File: src/node_cfg_regs.vh
// register offsets, field positions, reset values and timing counts of the node configuration block
`ifndef NODE_CFG_REGS_VH
`define NODE_CFG_REGS_VH

// register indices; the byte address on the bus is four times the index
`define OFS_NODE_CONFIGURATION 4'h0
`define OFS_INDIRECT_PORT 4'h1
`define OFS_DIAG_STATUS 4'h2
`define OFS_COMMAND 4'h3
`define OFS_NODE_STATUS 4'h4
`define ADDR_LSB 2

// node_configuration field positions
`define BIT_INDIRECT_SELECT_LO 0
`define BIT_INDIRECT_SELECT_HI 1
`define BIT_BACKPLANE 2
`define BIT_LONG_TIMEOUT_HI 3
`define BIT_LONG_TIMEOUT_LO 4
`define BIT_TRANSMIT_ALLOW 5
`define BIT_CMD_CHAIN_ON 6
`define BIT_SOFT_RESET 7

// indirect select codes
`define SEL_TENTATIVE_ID 2'h0
`define SEL_NODE_ID 2'h1
`define SEL_SETUP1 2'h2
`define SEL_NEXT_ID 2'h3

// reset values
`define RST_NODE_CONFIGURATION 8'h00
`define RST_TENTATIVE_ID 8'h00
`define RST_NODE_ID 8'h00
`define RST_SETUP1 8'h00
`define RST_NEXT_ID 8'h00
`define RST_DIAG_STATUS 8'h00

// diagnostic status bit fed by the command queue
`define BIT_DIAG_CMD_LOST 7

// axi responses
`define RESP_OKAY 2'h0
`define RESP_SLVERR 2'h2

// response timeout, base figure in cycles of aclk
`define RESP_TIMEOUT_BASE 1000
`endif

File: src/node_cfg.v
// node configuration register bank with axi4-lite slave, indirect port, command chaining and line gating
`timescale 1ns/1ns
`default_nettype none
`include "node_cfg_regs.vh"
module node_cfg #(
   parameter RESP_BASE = `RESP_TIMEOUT_BASE      // response timeout base, cycles; shorten in simulation
) (
   input wire aclk,
   input wire aresetn,
   input wire ce,
   // axi4-lite slave
   input wire [31:0] s_axi_awaddr,
   input wire s_axi_awvalid,
   output reg s_axi_awready,
   input wire [31:0] s_axi_wdata,
   input wire [3:0] s_axi_wstrb,
   input wire s_axi_wvalid,
   output reg s_axi_wready,
   output reg [1:0] s_axi_bresp,
   output reg s_axi_bvalid,
   input wire s_axi_bready,
   input wire [31:0] s_axi_araddr,
   input wire s_axi_arvalid,
   output reg s_axi_arready,
   output reg [31:0] s_axi_rdata,
   output reg [1:0] s_axi_rresp,
   output reg s_axi_rvalid,
   input wire s_axi_rready,
   // host interface mode strap, caught after reset release
   input wire host_mode_pin,
   // protocol core, same clock
   input wire next_id_load,
   input wire [7:0] next_id_in,
   input wire [6:0] diag_event,
   input wire cmd_taken,
   output reg [7:0] cmd_out,
   output reg cmd_valid,
   input wire tx_req,             // core wants to drive the line
   input wire tx_bit,             // line level the core wants
   input wire resp_start,         // core starts waiting for a response
   output reg resp_timeout,       // one-cycle pulse when the wait runs out
   output reg soft_reset_active,
   // network medium
   input wire line_in,
   output reg line_out,
   output reg line_oe
);
   ////////////////////////////////////////////////////////////////////////////////
   // state
   reg [7:0] node_configuration;  // host-visible configuration
   reg [7:0] tentative_id;
   reg [7:0] node_id;
   reg [7:0] setup1;
   reg [7:0] next_id;             // written by the core only
   reg [7:0] diag_status;         // sticky diagnostic bits
   reg host_mode;                 // caught strap
   reg strap_taken;               // strap is caught once per hard reset
   reg [1:0] strap_sync;          // two-stage synchroniser for the strap
   reg [1:0] strap_fill;          // synchroniser stages filled since hard reset
   reg [1:0] line_sync;           // two-stage synchroniser for the line
   reg [15:0] resp_count;         // response wait counter
   reg resp_busy;
   reg cmd_wr;                    // one-cycle strobe into the command holder
   reg [7:0] cmd_wdata;

   wire soft_rst;
   wire [1:0] sel;
   wire [1:0] long_code;
   wire [3:0] wr_idx;
   wire [3:0] rd_idx;
   wire wr_fire;
   wire rd_fire;
   wire wr_byte0;
   wire wr_mapped;
   wire rd_mapped;
   wire wr_hit;                   // a mapped low-byte write lands this cycle
   wire chain_lost;
   wire [7:0] chain_cmd;
   wire chain_valid;
   wire [15:0] resp_limit;
   reg [7:0] indirect_rdata;
   reg [7:0] next_rdata;

   assign soft_rst = node_configuration[`BIT_SOFT_RESET];
   assign sel = {node_configuration[`BIT_INDIRECT_SELECT_HI], node_configuration[`BIT_INDIRECT_SELECT_LO]};
   assign long_code = {node_configuration[`BIT_LONG_TIMEOUT_HI], node_configuration[`BIT_LONG_TIMEOUT_LO]};
   assign wr_idx = s_axi_awaddr[`ADDR_LSB+3:`ADDR_LSB];
   assign rd_idx = s_axi_araddr[`ADDR_LSB+3:`ADDR_LSB];
   // address and data are taken together, so the write lands on the handshake edge
   assign wr_fire = s_axi_awready & s_axi_awvalid & s_axi_wready & s_axi_wvalid;
   assign rd_fire = s_axi_arready & s_axi_arvalid;
   assign wr_byte0 = s_axi_wstrb[0];
   assign wr_mapped = (s_axi_awaddr[31:`ADDR_LSB+4] == 26'h0) && (wr_idx <= `OFS_NODE_STATUS);
   assign rd_mapped = (s_axi_araddr[31:`ADDR_LSB+4] == 26'h0) && (rd_idx <= `OFS_NODE_STATUS);
   // unmapped writes answer with an error and must leave every register alone
   assign wr_hit = wr_fire & wr_byte0 & wr_mapped;
   // each long timeout step doubles the wait; codes beyond the top step are not possible
   assign resp_limit = RESP_BASE[15:0] << long_code;

   ////////////////////////////////////////////////////////////////////////////////
   // axi write channel: accept address and data in the same cycle, then answer
   always @(posedge aclk) begin
      if (!aresetn) begin
         s_axi_awready <= 1'b0;
         s_axi_wready <= 1'b0;
         s_axi_bvalid <= 1'b0;
         s_axi_bresp <= `RESP_OKAY;
      end else if (ce) begin
         // ready is a one-cycle pulse, raised only when both halves wait and no answer is open
         s_axi_awready <= s_axi_awvalid & s_axi_wvalid & ~s_axi_bvalid & ~s_axi_awready;
         s_axi_wready <= s_axi_awvalid & s_axi_wvalid & ~s_axi_bvalid & ~s_axi_awready;
         if (wr_fire) begin
            s_axi_bvalid <= 1'b1;
            s_axi_bresp <= wr_mapped ? `RESP_OKAY : `RESP_SLVERR;
         end else if (s_axi_bready) begin
            s_axi_bvalid <= 1'b0;
         end
      end
   end

   ////////////////////////////////////////////////////////////////////////////////
   // configuration and directly written registers
   always @(posedge aclk) begin
      if (!aresetn) begin
         node_configuration <= `RST_NODE_CONFIGURATION;   // transmit allow starts cleared
         tentative_id <= `RST_TENTATIVE_ID;
         node_id <= `RST_NODE_ID;
         setup1 <= `RST_SETUP1;
         cmd_wr <= 1'b0;
         cmd_wdata <= 8'h00;
      end else if (ce) begin
         cmd_wr <= 1'b0;
         if (wr_hit) begin
            case (wr_idx)
               // soft reset never touches this register, so the host alone releases it
               `OFS_NODE_CONFIGURATION: node_configuration <= s_axi_wdata[7:0];
               `OFS_INDIRECT_PORT: begin
                  // the write goes where the current select code points
                  case (sel)
                     `SEL_TENTATIVE_ID: tentative_id <= s_axi_wdata[7:0];
                     `SEL_NODE_ID: node_id <= s_axi_wdata[7:0];
                     `SEL_SETUP1: setup1 <= s_axi_wdata[7:0];
                     default: ;   // next id is read-only to the host
                  endcase
               end
               `OFS_COMMAND: begin
                  // commands are ignored while soft reset holds the node
                  cmd_wr <= ~soft_rst;
                  cmd_wdata <= s_axi_wdata[7:0];
               end
               default: ;
            endcase
         end
      end
   end

   ////////////////////////////////////////////////////////////////////////////////
   // registers that soft reset clears
   always @(posedge aclk) begin
      if (!aresetn) begin
         next_id <= `RST_NEXT_ID;
         diag_status <= `RST_DIAG_STATUS;
      end else if (ce) begin
         if (soft_rst) begin
            // this set and the command holder are cleared; tentative id, node id and setup survive
            next_id <= `RST_NEXT_ID;
            diag_status <= `RST_DIAG_STATUS;
         end else begin
            if (next_id_load) begin
               next_id <= next_id_in;
            end
            // write-one-to-clear; a new event in the same cycle wins over the clear
            diag_status <= (diag_status & ~((wr_hit && wr_idx == `OFS_DIAG_STATUS) ?
                            s_axi_wdata[7:0] : 8'h00)) | {chain_lost, diag_event};
         end
      end
   end

   ////////////////////////////////////////////////////////////////////////////////
   // host mode strap and line synchronisers
   always @(posedge aclk) begin
      if (!aresetn) begin
         strap_sync <= 2'b00;
         line_sync <= 2'b00;
         host_mode <= 1'b0;
         strap_taken <= 1'b0;
         strap_fill <= 2'b00;
      end else if (ce) begin
         strap_sync <= {strap_sync[0], host_mode_pin};
         line_sync <= {line_sync[0], line_in};
         if (!strap_fill[1]) begin
            strap_fill <= strap_fill + 2'b01;
         end
         // caught once after hard reset; soft reset leaves it alone
         // the extra wait lets the synchroniser fill before the strap is trusted
         if (!strap_taken && strap_fill[1]) begin
            strap_taken <= 1'b1;
            host_mode <= strap_sync[1];
         end
      end
   end

   ////////////////////////////////////////////////////////////////////////////////
   // command holder, queueing or single as chaining says
   cmd_chain u_chain (
      .aclk(aclk),
      .aresetn(aresetn),
      .ce(ce),
      .flush(soft_rst),
      .chain_on(node_configuration[`BIT_CMD_CHAIN_ON]),
      .cmd_wr(cmd_wr),
      .cmd_in(cmd_wdata),
      .cmd_taken(cmd_taken),
      .cmd_out(chain_cmd),
      .cmd_valid(chain_valid),
      .cmd_lost(chain_lost)
   );

   // core-facing copies kept in flip-flops one cycle behind the holder
   always @(posedge aclk) begin
      if (!aresetn) begin
         cmd_out <= 8'h00;
         cmd_valid <= 1'b0;
         soft_reset_active <= 1'b0;
      end else if (ce) begin
         cmd_out <= chain_cmd;
         cmd_valid <= chain_valid & ~cmd_taken;
         soft_reset_active <= soft_rst;
      end
   end

   ////////////////////////////////////////////////////////////////////////////////
   // response timeout, length set by the long timeout bits
   always @(posedge aclk) begin
      if (!aresetn) begin
         resp_count <= 16'h0000;
         resp_busy <= 1'b0;
         resp_timeout <= 1'b0;
      end else if (ce) begin
         resp_timeout <= 1'b0;
         if (soft_rst) begin
            resp_busy <= 1'b0;
            resp_count <= 16'h0000;
         end else if (resp_start) begin
            resp_busy <= 1'b1;
            resp_count <= 16'h0000;
         end else if (resp_busy) begin
            if (resp_count == resp_limit - 16'h0001) begin
               resp_busy <= 1'b0;
               resp_timeout <= 1'b1;
            end else begin
               resp_count <= resp_count + 16'h0001;
            end
         end
      end
   end

   ////////////////////////////////////////////////////////////////////////////////
   // line driver: gated by transmit allow, shaped by backplane mode
   always @(posedge aclk) begin
      if (!aresetn) begin
         line_out <= 1'b0;
         line_oe <= 1'b0;
      end else if (ce) begin
         if (!node_configuration[`BIT_TRANSMIT_ALLOW] || soft_rst || !tx_req) begin
            // nothing reaches the medium while transmit is not allowed
            line_out <= 1'b0;
            line_oe <= 1'b0;
         end else if (node_configuration[`BIT_BACKPLANE]) begin
            // open-drain: only a low is driven, a high is left to the pull-up
            line_out <= 1'b0;
            line_oe <= ~tx_bit;
         end else begin
            line_out <= tx_bit;
            line_oe <= 1'b1;
         end
      end
   end

   ////////////////////////////////////////////////////////////////////////////////
   // read side
   always @* begin
      next_rdata = next_id;
      // indirect reads follow the current select code
      case (sel)
         `SEL_TENTATIVE_ID: indirect_rdata = tentative_id;
         `SEL_NODE_ID: indirect_rdata = node_id;
         `SEL_SETUP1: indirect_rdata = setup1;
         `SEL_NEXT_ID: indirect_rdata = next_rdata;
         default: indirect_rdata = 8'h00;
      endcase
   end

   // read answer one cycle after the address is taken, held until rready
   always @(posedge aclk) begin
      if (!aresetn) begin
         s_axi_arready <= 1'b0;
         s_axi_rvalid <= 1'b0;
         s_axi_rdata <= 32'h00000000;
         s_axi_rresp <= `RESP_OKAY;
      end else if (ce) begin
         s_axi_arready <= s_axi_arvalid & ~s_axi_rvalid & ~s_axi_arready;
         if (rd_fire) begin
            s_axi_rvalid <= 1'b1;
            s_axi_rresp <= rd_mapped ? `RESP_OKAY : `RESP_SLVERR;
            // an unmapped place falls to the default branch and reads zero
            case (rd_mapped ? rd_idx : 4'hf)
               `OFS_NODE_CONFIGURATION: s_axi_rdata <= {24'h000000, node_configuration};
               `OFS_INDIRECT_PORT: s_axi_rdata <= {24'h000000, indirect_rdata};
               `OFS_DIAG_STATUS: s_axi_rdata <= {24'h000000, diag_status};
               `OFS_COMMAND: s_axi_rdata <= {24'h000000, chain_cmd};
               `OFS_NODE_STATUS: s_axi_rdata <= {26'h0000000, host_mode, line_sync[1], line_oe,
                                                 chain_valid, resp_busy, soft_rst};
               default: s_axi_rdata <= 32'h00000000;
            endcase
         end else if (s_axi_rready) begin
            s_axi_rvalid <= 1'b0;
         end
      end
   end
endmodule
`default_nettype wire

File: src/cmd_chain.v
// two-slot command holder: queues commands when chaining is on, single register otherwise
`timescale 1ns/1ns
`default_nettype none
module cmd_chain (
   input wire aclk,
   input wire aresetn,
   input wire ce,
   input wire flush,              // soft reset empties both slots
   input wire chain_on,           // queue successive commands
   input wire cmd_wr,             // one-cycle strobe from the register bus
   input wire [7:0] cmd_in,
   input wire cmd_taken,          // core consumed the active command
   output reg [7:0] cmd_out,      // active command
   output reg cmd_valid,
   output reg cmd_lost            // one-cycle pulse: queue was full
);
   reg [7:0] queued;              // second slot, only used while chaining
   reg queued_valid;
   wire pop;
   wire slot0_free;

   assign pop = cmd_taken & cmd_valid;
   assign slot0_free = ~cmd_valid | pop;

   // slot update; a pop and a push in one cycle both take effect
   always @(posedge aclk) begin
      if (!aresetn || (ce && flush)) begin
         cmd_out <= 8'h00;
         cmd_valid <= 1'b0;
         queued <= 8'h00;
         queued_valid <= 1'b0;
         cmd_lost <= 1'b0;
      end else if (ce) begin
         cmd_lost <= 1'b0;
         if (pop) begin
            cmd_valid <= queued_valid;
            cmd_out <= queued;
            queued_valid <= 1'b0;
         end
         if (cmd_wr) begin
            if (!chain_on) begin
               // legacy behaviour: the one command register is simply overwritten
               cmd_out <= cmd_in;
               cmd_valid <= 1'b1;
               queued_valid <= 1'b0;
            end else if (slot0_free && !(pop && queued_valid)) begin
               cmd_out <= cmd_in;
               cmd_valid <= 1'b1;
            end else if (!queued_valid || pop) begin
               queued <= cmd_in;
               queued_valid <= 1'b1;
            end else begin
               cmd_lost <= 1'b1;        // both slots busy, command dropped
            end
         end
      end
   end
endmodule
`default_nettype wire

File: config.mk
export PLATFORM = sky130hd
export DESIGN_NAME = node_cfg
export DESIGN_NICKNAME = d
export VERILOG_FILES = /design/src/node_cfg.v /design/src/cmd_chain.v
export VERILOG_INCLUDE_DIRS = /design/src
export SDC_FILE = /design/constraint.sdc
export NUM_CORES = 1
export LEC_CHECK = 0
export BUFFER_PORTS_ARGS = -buffer_cell sky130_fd_sc_hd__buf_2
export CAP_MARGIN = 20
export CORE_ASPECT_RATIO = 1.2
export CORE_UTILIZATION = 52
export DETAILED_ROUTE_END_ITERATION = 10
export PLACE_DENSITY = 0.91
export SETUP_SLACK_MARGIN = 0.2
export SYNTH_ARGS = -nofsm -noshare
export SYNTH_HDL_FRONTEND = slang
export SYNTH_SLANG_ARGS = --single-unit
export TNS_END_PERCENT = 100
File: constraint.sdc
create_clock -name aclk -period 3.53 [get_ports aclk]
set_clock_uncertainty 0.2 [all_clocks]
set_input_delay 0.353 -clock aclk [delete_from_list [all_inputs] [get_ports aclk]]
set_output_delay 0.353 -clock aclk [all_outputs]
set_load 0.02 [all_outputs]
# --- After elaboration in Yosys (flattened, before gate mapping) ---
# Index checks and enable logic that the tools add are counted.
op_classes:
  add_sub_neg: 3
  order_cmp: 2
  eq_ne: 12
  shifts: 1
  muxes: 49
  n_bitwise: 27
  n_reduce_logical: 40
op_table:
  columns: ["op", "n"]
  rows:
  - ["two-way mux 16 bit", 4]
  - ["two-way mux 8 bit", 8]
  - ["logical NOT 26 bit", 2]
  - ["case mux 8 bit (5 select lines)", 1]
  - ["case mux 8 bit (4 select lines)", 1]
  - ["two-way mux 1 bit", 31]
  - ["adder 16 x 1 -> 16 bit (second input constant)", 1]
  - ["equality test 16 bit", 1]
  - ["equality test 4 x 2 -> 1 bit (second input constant)", 4]
  - ["<< shifter 10 x 2 -> 16 bit (first input constant)", 1]
  - ["subtractor 16 x 1 -> 16 bit (second input constant)", 1]
  - ["AND reduction 2 bit", 7]
  - ["AND 1 bit", 13]
  - ["AND reduction 4 bit", 3]
  - ["inverter 1 bit", 10]
  - ["AND reduction 3 bit", 3]
  - ["AND 8 bit", 1]
  - ["equality test 4 x 1 -> 1 bit (second input constant)", 2]
  - ["less-or-equal comparator 4 x 3 -> 1 bit (second input constant)", 2]
  - ["logical NOT 4 bit", 2]
  - ["inverter 8 bit", 1]
  - ["OR 8 bit", 1]
  - ["logical AND 1 bit", 7]
  - ["logical NOT 1 bit", 6]
  - ["other kinds (13)", 21]
totals:
  reg_bits: 154
  input_bits: 130
  elab_cells: 168

# --- Depth between registers and ports, before layout ---
# Gate-level depths: netlist (run 1).
depth:
  word_depth: 11
  mapped_depth: 9

# --- Hierarchy ---
# Synthesis (run 1) repeated with hierarchy kept, for this count alone.
hier_totals:
  cells_unflattened: 666
  hier_area_um2: 6165.9
by_module_without_submodules:
  columns: ["mod", "n_inst", "cells_per_inst", "area_each_um2", "seq_area_each_um2"]
  rows:
  - ["node_cfg", 1, 577, 5295.1, 2182.1]
  - ["cmd_chain", 1, 89, 870.8, 380.4]

# --- Least setup slack after synthesis (run 1) ---
# Ideal clock, no wire load.
synth_timing:
  path_kind: "register to register"
  start: "register node_configuration[3]"
  end: "register resp_count[1]"
  setup_ps: 115
  arrival_ps: 2223
  path_slack_ps: 993
  path_stages_with_launch: 10
  synth_period_minus_slack_ps: 2537
  cell_sequence: "dfxtp_1 > inv_1 > ha_1 > or3b_1 > a221o_1 > o41ai_4 > buf_6 > buf_6 > o2bb2ai_1 > o21a_1"
synth_via:
  elab_chain_cells: 5
synth_lines:
  columns: ["item", "line", "source"]
  rows:
  - ["start: declaration", "node_cfg.v:50", "reg [7:0] node_configuration;"]
  - ["start signal: assignment", "node_cfg.v:125", "node_configuration <= `RST_NODE_CONFIGURATION;"]
  - ["start signal: assignment", "node_cfg.v:136", "`OFS_NODE_CONFIGURATION: node_configuration <= s_axi_wdata[7:0];"]
  - ["<< shifter 10 x 2 -> 16 bit", "node_cfg.v:98", "assign resp_limit = RESP_BASE[15:0] << long_code;"]
  - ["subtractor 16 x 1 -> 16 bit", "node_cfg.v:248", "if (resp_count == resp_limit - 16'h0001) begin"]
  - ["equality test 16 bit", "node_cfg.v:248", null]
  - ["!= test 3 bit (no line)", null, null]
  - ["AND reduction 3 bit (no line)", null, null]
  - ["end signal: assignment", "node_cfg.v:252", "resp_count <= resp_count + 16'h0001;"]
  - ["end: declaration", "node_cfg.v:61", "reg [15:0] resp_count;"]
# Every way passes these cells.
# A chain may end at the register's enable or synchronous reset.

# --- Final worst setup path (run 1) ---
layout_timing:
  start: "register node_configuration[3]"
  end: "register resp_count[3]"
# The elaborated chain is that of the path after synthesis.

==> impl.org, run 1 <==
** Hold path
- Worst min path class :: input port to flop
- The worst hold path terminates at line_out.
- Hold depth :: 2
- In this run the most critical hold path is launched from tx_bit.

** Run status
- The run finished with clean final reports.

** CTS
- Number of H-tree levels :: 4
- TritonCTS clock tree :: built
- The clock drives 128 sinks.
- In this run, post-CTS hold repair placed 16 buffers.
- Cell at the root of the clock tree :: clkbuf_16
- Gates resized, CTS repair :: 0
- Maximum root-to-sink buffer count :: 2
- Number of buffers inserted during clock tree synthesis :: 17
- Number of buffers inserted by post-CTS setup repair :: 0
- The clock reaches the later pin of the worst-skew pair after 410 ps.
- After clock tree synthesis, the clock-pin slew on the worst setup and hold paths is 60 ps.

** Global route
- The first global-routing pass estimated 25200 um of wire.
- Maximum number of pins on one net before global-route repair :: 50
- The initial antenna violation count is 0.
- After global routing the overflow that remains totals 0.
- Total track usage :: 0.272
- Number of global-route vias before repair :: 5271

** Worst setup path
- R2R depth :: 8
- Setup slack on the worst reg-to-reg path comes out at 780 ps.
- Data on the critical path is required at its endpoint by 3660 ps.
- Crit Path Class :: flop to flop
- Along the worst path, the maximum fanout reaches 32.
- For the worst setup path, the data arrival time is 2880 ps.
- Startpoint of the worst register-to-register path :: node_configuration[3]
- In this run the critical register-to-register path is captured at resp_count[3].
- Kind of start point of the critical path :: flop
- CP endpoint kind :: flop

** Detailed routing
- After detailed routing, the number of vias per cell comes to 5.79.
- Vias after detailed routing :: 5548
- TritonRoute pass-1 iters :: 5
- Dividing the detail-routed wire length by the instance count gives 16.6 um.
- For this run, design rule violations remaining after detail routing come to 0.
- Wires add up to 15900 um.
- In this run, the number of DRC markers left after iteration 0 of detailed routing was 354.
- Number of antenna-violating nets in the routed design :: 0

** Power and ir drop
- For this design the static power due to leakage is 3.05 nW.
- Total power for the finished layout comes to 3.57 mW.
- IR analysis of the VDD net gives a maximum drop of 0.000279 V.
- Of the total power, the share spent switching nets is 0.219.
- Sequential share of power :: 0.416
- In this run the power spent charging and discharging nets is 0.780 mW.
- Power share of the clock group :: 0.516
- Power spread over the standard cell area amounts to 470 nW/um^2.
- Combinational fraction of design power :: 0.068
- Internal :: 2.79 mW

** Finish
- Compared with the post-synthesis result, the final layout area differs by 23.3%.
- Final net count :: 926
- For this run, the number of standard cells in the final layout without fillers is 959.
- Of the cells placed in the final design, the portion with a size suffix greater than 1 is 0.238.
- Number of antenna cells inserted :: 0
- Layout fillers :: 871

** Timing
- Timing would allow up to 363 MHz.
- Clock period minus final worst setup slack :: 2750 ps
- Summed over all failing endpoints, the final setup total negative slack is 0 ps.
- In the finished design, the share of the clock period the worst path needs comes to 0.780.
- Measured slew at the worst slew-check pin :: 872 ps
- Unrepaired setup endpoints after global routing :: false
- The final number of hold-violating endpoints is 0.
- Endpoints failing setup :: 0
- Relative slew slack :: 0.416
- Final count of pins violating max slew :: 0

** Synth
- Among all flip-flop cells after synthesis, the most frequent one is dfxtp_1.
- Yosys mapped a number of flops with a built-in enable equal to 0.
- Post-synthesis area per instance :: 9.38 um^2
- Count of state elements after synthesis :: 128
- Count of synthesis-stage warnings from yosys :: 0
- Cells after Synth :: 656
- Count of unique library cells instantiated by Yosys :: 53
- Summing every instance area after synthesis gives 6150 um^2.
- Async SR Flop Fraction :: 0
- Part of the Yosys area used for sequential elements :: 0.417

** Die
- The initial utilization of the core area, before any placement, comes to 0.532.
- During I/O placement, the number of pins put on the boundary was 184.
- After floorplanning, the core was sized to cover 11600 um^2.
- The die is 101 um wide.
- Die extent in y :: 121 um
- The die covers 12300 um^2.
- In this run the core area contains 43 standard-cell rows.

** Placement
- Buffers placed on the I/O ports in this run total 126.
- Routability Congestion :: 0.899
- Detailed placer's ending HPWL :: 10900 um
- Cell count after placement :: 912

** Run
- Across the run, the number of max-cap violations was 0.
## cell usage in the layout, fill, tap and decap left out, types with 7 or more instances in the layout
| master | synthesis | routed |
|---|---|---|
| mux4_2 | 10 | 10 |
| o22ai_1 | 7 | 7 |
| mux2i_1 | 81 | 81 |
| or4_1 | 12 | 12 |
| nand4_1 | 15 | 15 |
| buf_2 | 3 | 126 |
| nor2_1 | 104 | 104 |
| a21oi_1 | 40 | 40 |
| a221o_1 | 9 | 9 |
| conb_1 | 1 | 26 |
| inv_1 | 10 | 9 |
| dfxtp_1 | 128 | 128 |
| o211ai_1 | 8 | 8 |
| nor4_1 | 14 | 13 |
| a22oi_1 | 8 | 8 |
| nand2_1 | 38 | 38 |
| a211oi_1 | 9 | 9 |
| clkbuf_16 | 0 | 17 |
| a22o_1 | 8 | 8 |
| nand3_1 | 9 | 9 |
| dlygate4sd3_1 | 0 | 16 |
| buf_4 | 28 | 10 |
## synthesized netlist by cell type, types with 3 or more instances
cell / instances / area [um^2]
a211oi_1: 9 / 67.6
a31oi_1: 6 / 37.5
nor3_1: 5 / 25.0
nor4_1: 14 / 87.6
nor4_4: 4 / 85.1
o31ai_1: 6 / 45.0
xnor2_1: 4 / 35.0
dfxtp_1: 128 / 2560
nor2_1: 104 / 390
nand3_1: 9 / 45.0
o211ai_1: 8 / 60.1
a32o_1: 3 / 30.0
o21ai_1: 3 / 15.0
mux2i_1: 81 / 811
ha_1: 6 / 75.1
buf_4: 28 / 210
nand4_1: 15 / 93.8
o21ai_0: 5 / 25.0
a221o_1: 9 / 90.1
or3_1: 3 / 18.8
or4_1: 12 / 90.1
buf_1: 6 / 22.5
buf_6: 3 / 33.8
buf_2: 3 / 15.0
nand2_1: 38 / 143
a21oi_1: 40 / 200
nand2b_1: 3 / 18.8
clkbuf_1: 22 / 82.6
and3_1: 6 / 37.5
a22o_1: 8 / 70.1
nor2b_1: 6 / 37.5
and4_1: 3 / 26.3
o22ai_1: 7 / 43.8
mux4_2: 10 / 225
inv_1: 10 / 37.5
a22oi_1: 8 / 60.1
## sequential cells by signal, summed over array words and instances (netlist names), 2 cells and up
register and cells:
next_id 8, line_sync 2, strap_sync 2, cmd_wdata 8, node_configuration 8, u_chain.queued 8
u_chain.cmd_out 8, resp_count 16, cmd_out 8, s_axi_rdata 8, setup1 8, strap_fill 2
tentative_id 8, diag_status 8, node_id 8
## how the worst max path moves through the flow
stage / cells past startpoint / slack [ps] / to / startpoint
5_1_grt: 8 / 640 / resp_count[3] / node_configuration[3]
3_5_place_dp: 8 / 830 / resp_count[3] / node_configuration[3]
2_1_floorplan: 9 / 990 / resp_count[1] / node_configuration[3]
6_report: 8 / 780 / resp_count[3] / node_configuration[3]
4_1_cts: 8 / 770 / resp_count[3] / node_configuration[3]
3_3_place_gp: 6 / 890 / node_configuration[1] / s_axi_awaddr[21]
## power groups by stage
stage,logic [mW],clock network (mW),registers [mW]
final,0.244,1.84,1.48
after global placement,0.221,0,1.51
after CTS,0.240,1.85,1.48
after detailed placement,0.225,0,1.51
after floorplan,0.153,0,1.51
after global routing,0.266,1.92,1.48
## logic make-up after synthesis
logic type,Yosys count,share of synthesized area
simple gates,234,0.196
flops,128,0.417
compound gates,118,0.132
mux,91,0.168
buf+inv,72,0.0653
fa+ha+maj,6,0.0122
xor+xnor,6,0.00854
other cells,1,0.000610
## through the flow
step	hold WS [ps]	util	area [um^2]	setup WS, ps
2_1_floorplan	237	-	6250	993
3_5_place_dp	259	0.587	6800	829
5_1_grt	15.7	0.656	7580	642
4_1_cts	3.90	0.656	7580	774
3_3_place_gp	249	0.587	6800	886
6_report	8.63	0.656	7580	778
## final cells by class
class                           instances  area [um^2]  share of cell area
Sequential cell                       128         2560               0.338
Timing Repair Buffer                  152          866               0.114
Inverter                               10         37.5             0.00495
Clock buffer                           20          467              0.0615
Multi-Input combinational cell        481         3290               0.434
Clock inverter                         11          161              0.0213
Tap cell                              157          196              0.0259
## routing by layer
metal | share of wire | vias to the layer above | global-route usage | wire, um
met5 | 0 | - | 0 | 0
met4 | 0.048 | 0 | 0.161 | 761
met3 | 0.067 | 55 | 0.0559 | 1060
met2 | 0.50 | 243 | 0.466 | 7960
met1 | 0.38 | 2619 | 0.309 | 6110
li1 | - | 2631 | - | -
## worst max-delay path, stage by stage, from the launching register on
cell      delay (ps)
dfxtp_1          380
inv_1            110
ha_1             190
or3b_1           350
a221o_1          380
o41ai_4          330
buf_4            340
o211ai_1         150
a31oi_1          210
(Power assumes the default switching activity.)
==> inputs of run 2 (changes only) <==
Clock period 3.53 ns to 2.85 ns, I/O delays scaled along.
==> impl.org, run 2 (synthesis results as in run 1) <==
** Hold path
- The startpoint identified for the worst hold timing path is s_axi_wdata[7].
- Worst min path class :: input port to flop

** Power and ir drop
- Dividing total power by cell area gives a power density of 541 nW/um^2.
- Leakage power :: 3.12 nW
- Across the VDD grid, the largest voltage drop is 0.000413 V.

** Worst setup path
- The critical path starts at node_configuration[3].
- In this run the critical register-to-register path is launched from node_configuration[3].
- Crit Path Class :: flop to flop
- Kind of start point of the critical path :: flop
- CP endpoint kind :: flop
- In this run the worst path has a maximum fanout of 16.
- Critical path data arrival time :: 2690 ps
- Data required, critical path :: 2950 ps
- Setup slack of the worst register-to-register path :: 250 ps

** Timing
- Setup WS post-layout :: 253 ps
- Measured slew at the worst slew-check pin :: 1010 ps
- Achievable Freq :: 385 MHz
- The final number of hold-violating endpoints was 0.
- The max-slew violation count is 0.
- Setup total negative slack on the finished layout was measured at 0 ps.
- Unrepaired setup endpoints after global routing :: false
- Measured against its own limit, the worst slew margin works out to 0.327.
- Dividing the final minimum period by the clock period gives 0.911.
- Endpoints failing setup :: 0
- Clock period minus final worst setup slack :: 2600 ps

** Detailed routing
- TritonRoute pass-1 iters :: 5
- After detailed routing, the number of vias per cell comes to 5.86.
- After the first detailed-routing iteration, the DRC count stood at 571.
- Number of antenna-violating nets in the routed design :: 0
- Routed Wire Length :: 16700 um
- Vias after detailed routing :: 5734
- After detailed routing, the average wire length per cell comes to 17.1 um.
- In the routed design, unresolved DRC markers number 0.

** Placement
- In this run the tool buffered the top-level ports with 126 buffer cells.
- At the placement stage, the worst setup path has a slack of 226 ps.
- Routability Congestion :: 0.880
- Detailed placer's ending HPWL :: 11100 um

** Die
- The initial utilization of the core area, before any placement, comes to 0.532.
- Overall die width :: 101 um
- The die covers 12300 um^2.
- Ports :: 184
- In this run the standard cell core region covers 11600 um^2.
- Std-Cell Rows :: 43
- Die extent in y :: 121 um

** Finish
- Area overhead of the layout relative to synthesis :: 25.7%
- Layout fillers :: 845
- The multi-input combinational cells in the finished layout cover a total of 3320 um^2.
- For this run, the post-layout net count is 944.
- Counting flops per register, the top entry is resp_count.
- The repair_antennas step left the layout with diodes totalling 0.
- Flip-flop count of the largest register after layout :: 16
- Leading cell types in the layout, fill and taps excluded :: dfxtp_1 (126), buf_2 (126), nor2_1 (104)
- Ratio of cells with drive above 1 in the final layout :: 0.252
- Sequential cell area :: 2570 um^2

** CTS
- The clock passes through at most 2 buffers.
- Number of buffers inserted during clock tree synthesis :: 17
- TritonCTS clock tree :: built
- Clock network latency to the later pin of the worst-skew pair :: 420 ps
- Clock-pin slew was measured on the worst setup and hold paths at 50 ps.
- CTS saw 128 sinks.
- Cell at the root of the clock tree :: clkbuf_16
- In this run the number of H-tree levels came out at 4.

** Global route
- The first global-routing pass estimated 25800 um of wire.
- Entering global routing, the biggest net connects 42 pins.
- Global routing finished with a remaining overflow of 0.
- The initial antenna violation count is 0.
- The via count of the first global-routing pass came to 5535.
- In the global route stage, overall resource usage came out at 0.277.

** Run status
- Status :: finished, final reports clean

** Run
- The tool flagged a number of max-cap violations equal to 0.
==> run 2: worst paths after layout <==
check | end | cells past startpoint
setup / recovery | resp_count[7] | 9
hold / removal | cmd_wdata[7] | 3
setup reg to reg | resp_count[7] | 9
hold reg to reg | resp_timeout | 2
==> run 2: area by class of cell <==
cell class	count	area share
multi-input combinational	481	0.430
sequential	128	0.332
timing repair buffer	170	0.136
clock buffer	26	0.0645
tap	157	0.0254
clock inverter	6	0.00712
inverter	10	0.00485
==> run 2: timing repair <==
item,4_1_cts,5_1_grt
hold endpoints to repair,22,0
hold buffers,22,0
gates cloned,1,0
setup buffers,0,3
pin swaps,1,6
endpoints found under the setup margin,1,16
resized for setup,0,11
==> run 2: where the power goes <==
group | total [mW] | switching [mW] | internal [mW]
combinational | 0.326 | 0.190 | 0.136
clock | 2.02 | 0.739 | 1.28
sequential | 1.83 | 0.0205 | 1.81
==> run 2: worst max-delay path, cell delays in order, from the launching register on <==
cell and delay [ps]:
dfxtp_4 370, inv_2 90, ha_4 140, or3b_1 350
a221o_1 350, o41ai_4 400, buf_4 180, buf_12 130
o311ai_0 160, o41ai_1 110
==> run 2: routing by layer <==
metal / vias up / part of all wire / global-route usage
met5: - / 0 / 0
met2: 336 / 0.50 / 0.484
li1: 2661 / - / -
met4: 0 / 0.052 / 0.168
met1: 2659 / 0.36 / 0.304
met3: 78 / 0.086 / 0.0599
==> run 2: stage by stage <==
step / hold WS [ps] / instances / cell area, um^2 / utilization / power, mW
2_1_floorplan: 202 / 681 / 6250 / - / 2.06
3_3_place_gp: 249 / 920 / 6870 / 0.594 / 2.15
3_5_place_dp: 258 / 920 / 6870 / 0.594 / 2.16
4_1_cts: 24.0 / 975 / 7670 / 0.663 / 4.18
5_1_grt: 33.6 / 978 / 7740 / 0.669 / 4.30
6_report: 33.2 / 978 / 7740 / 0.669 / 4.18
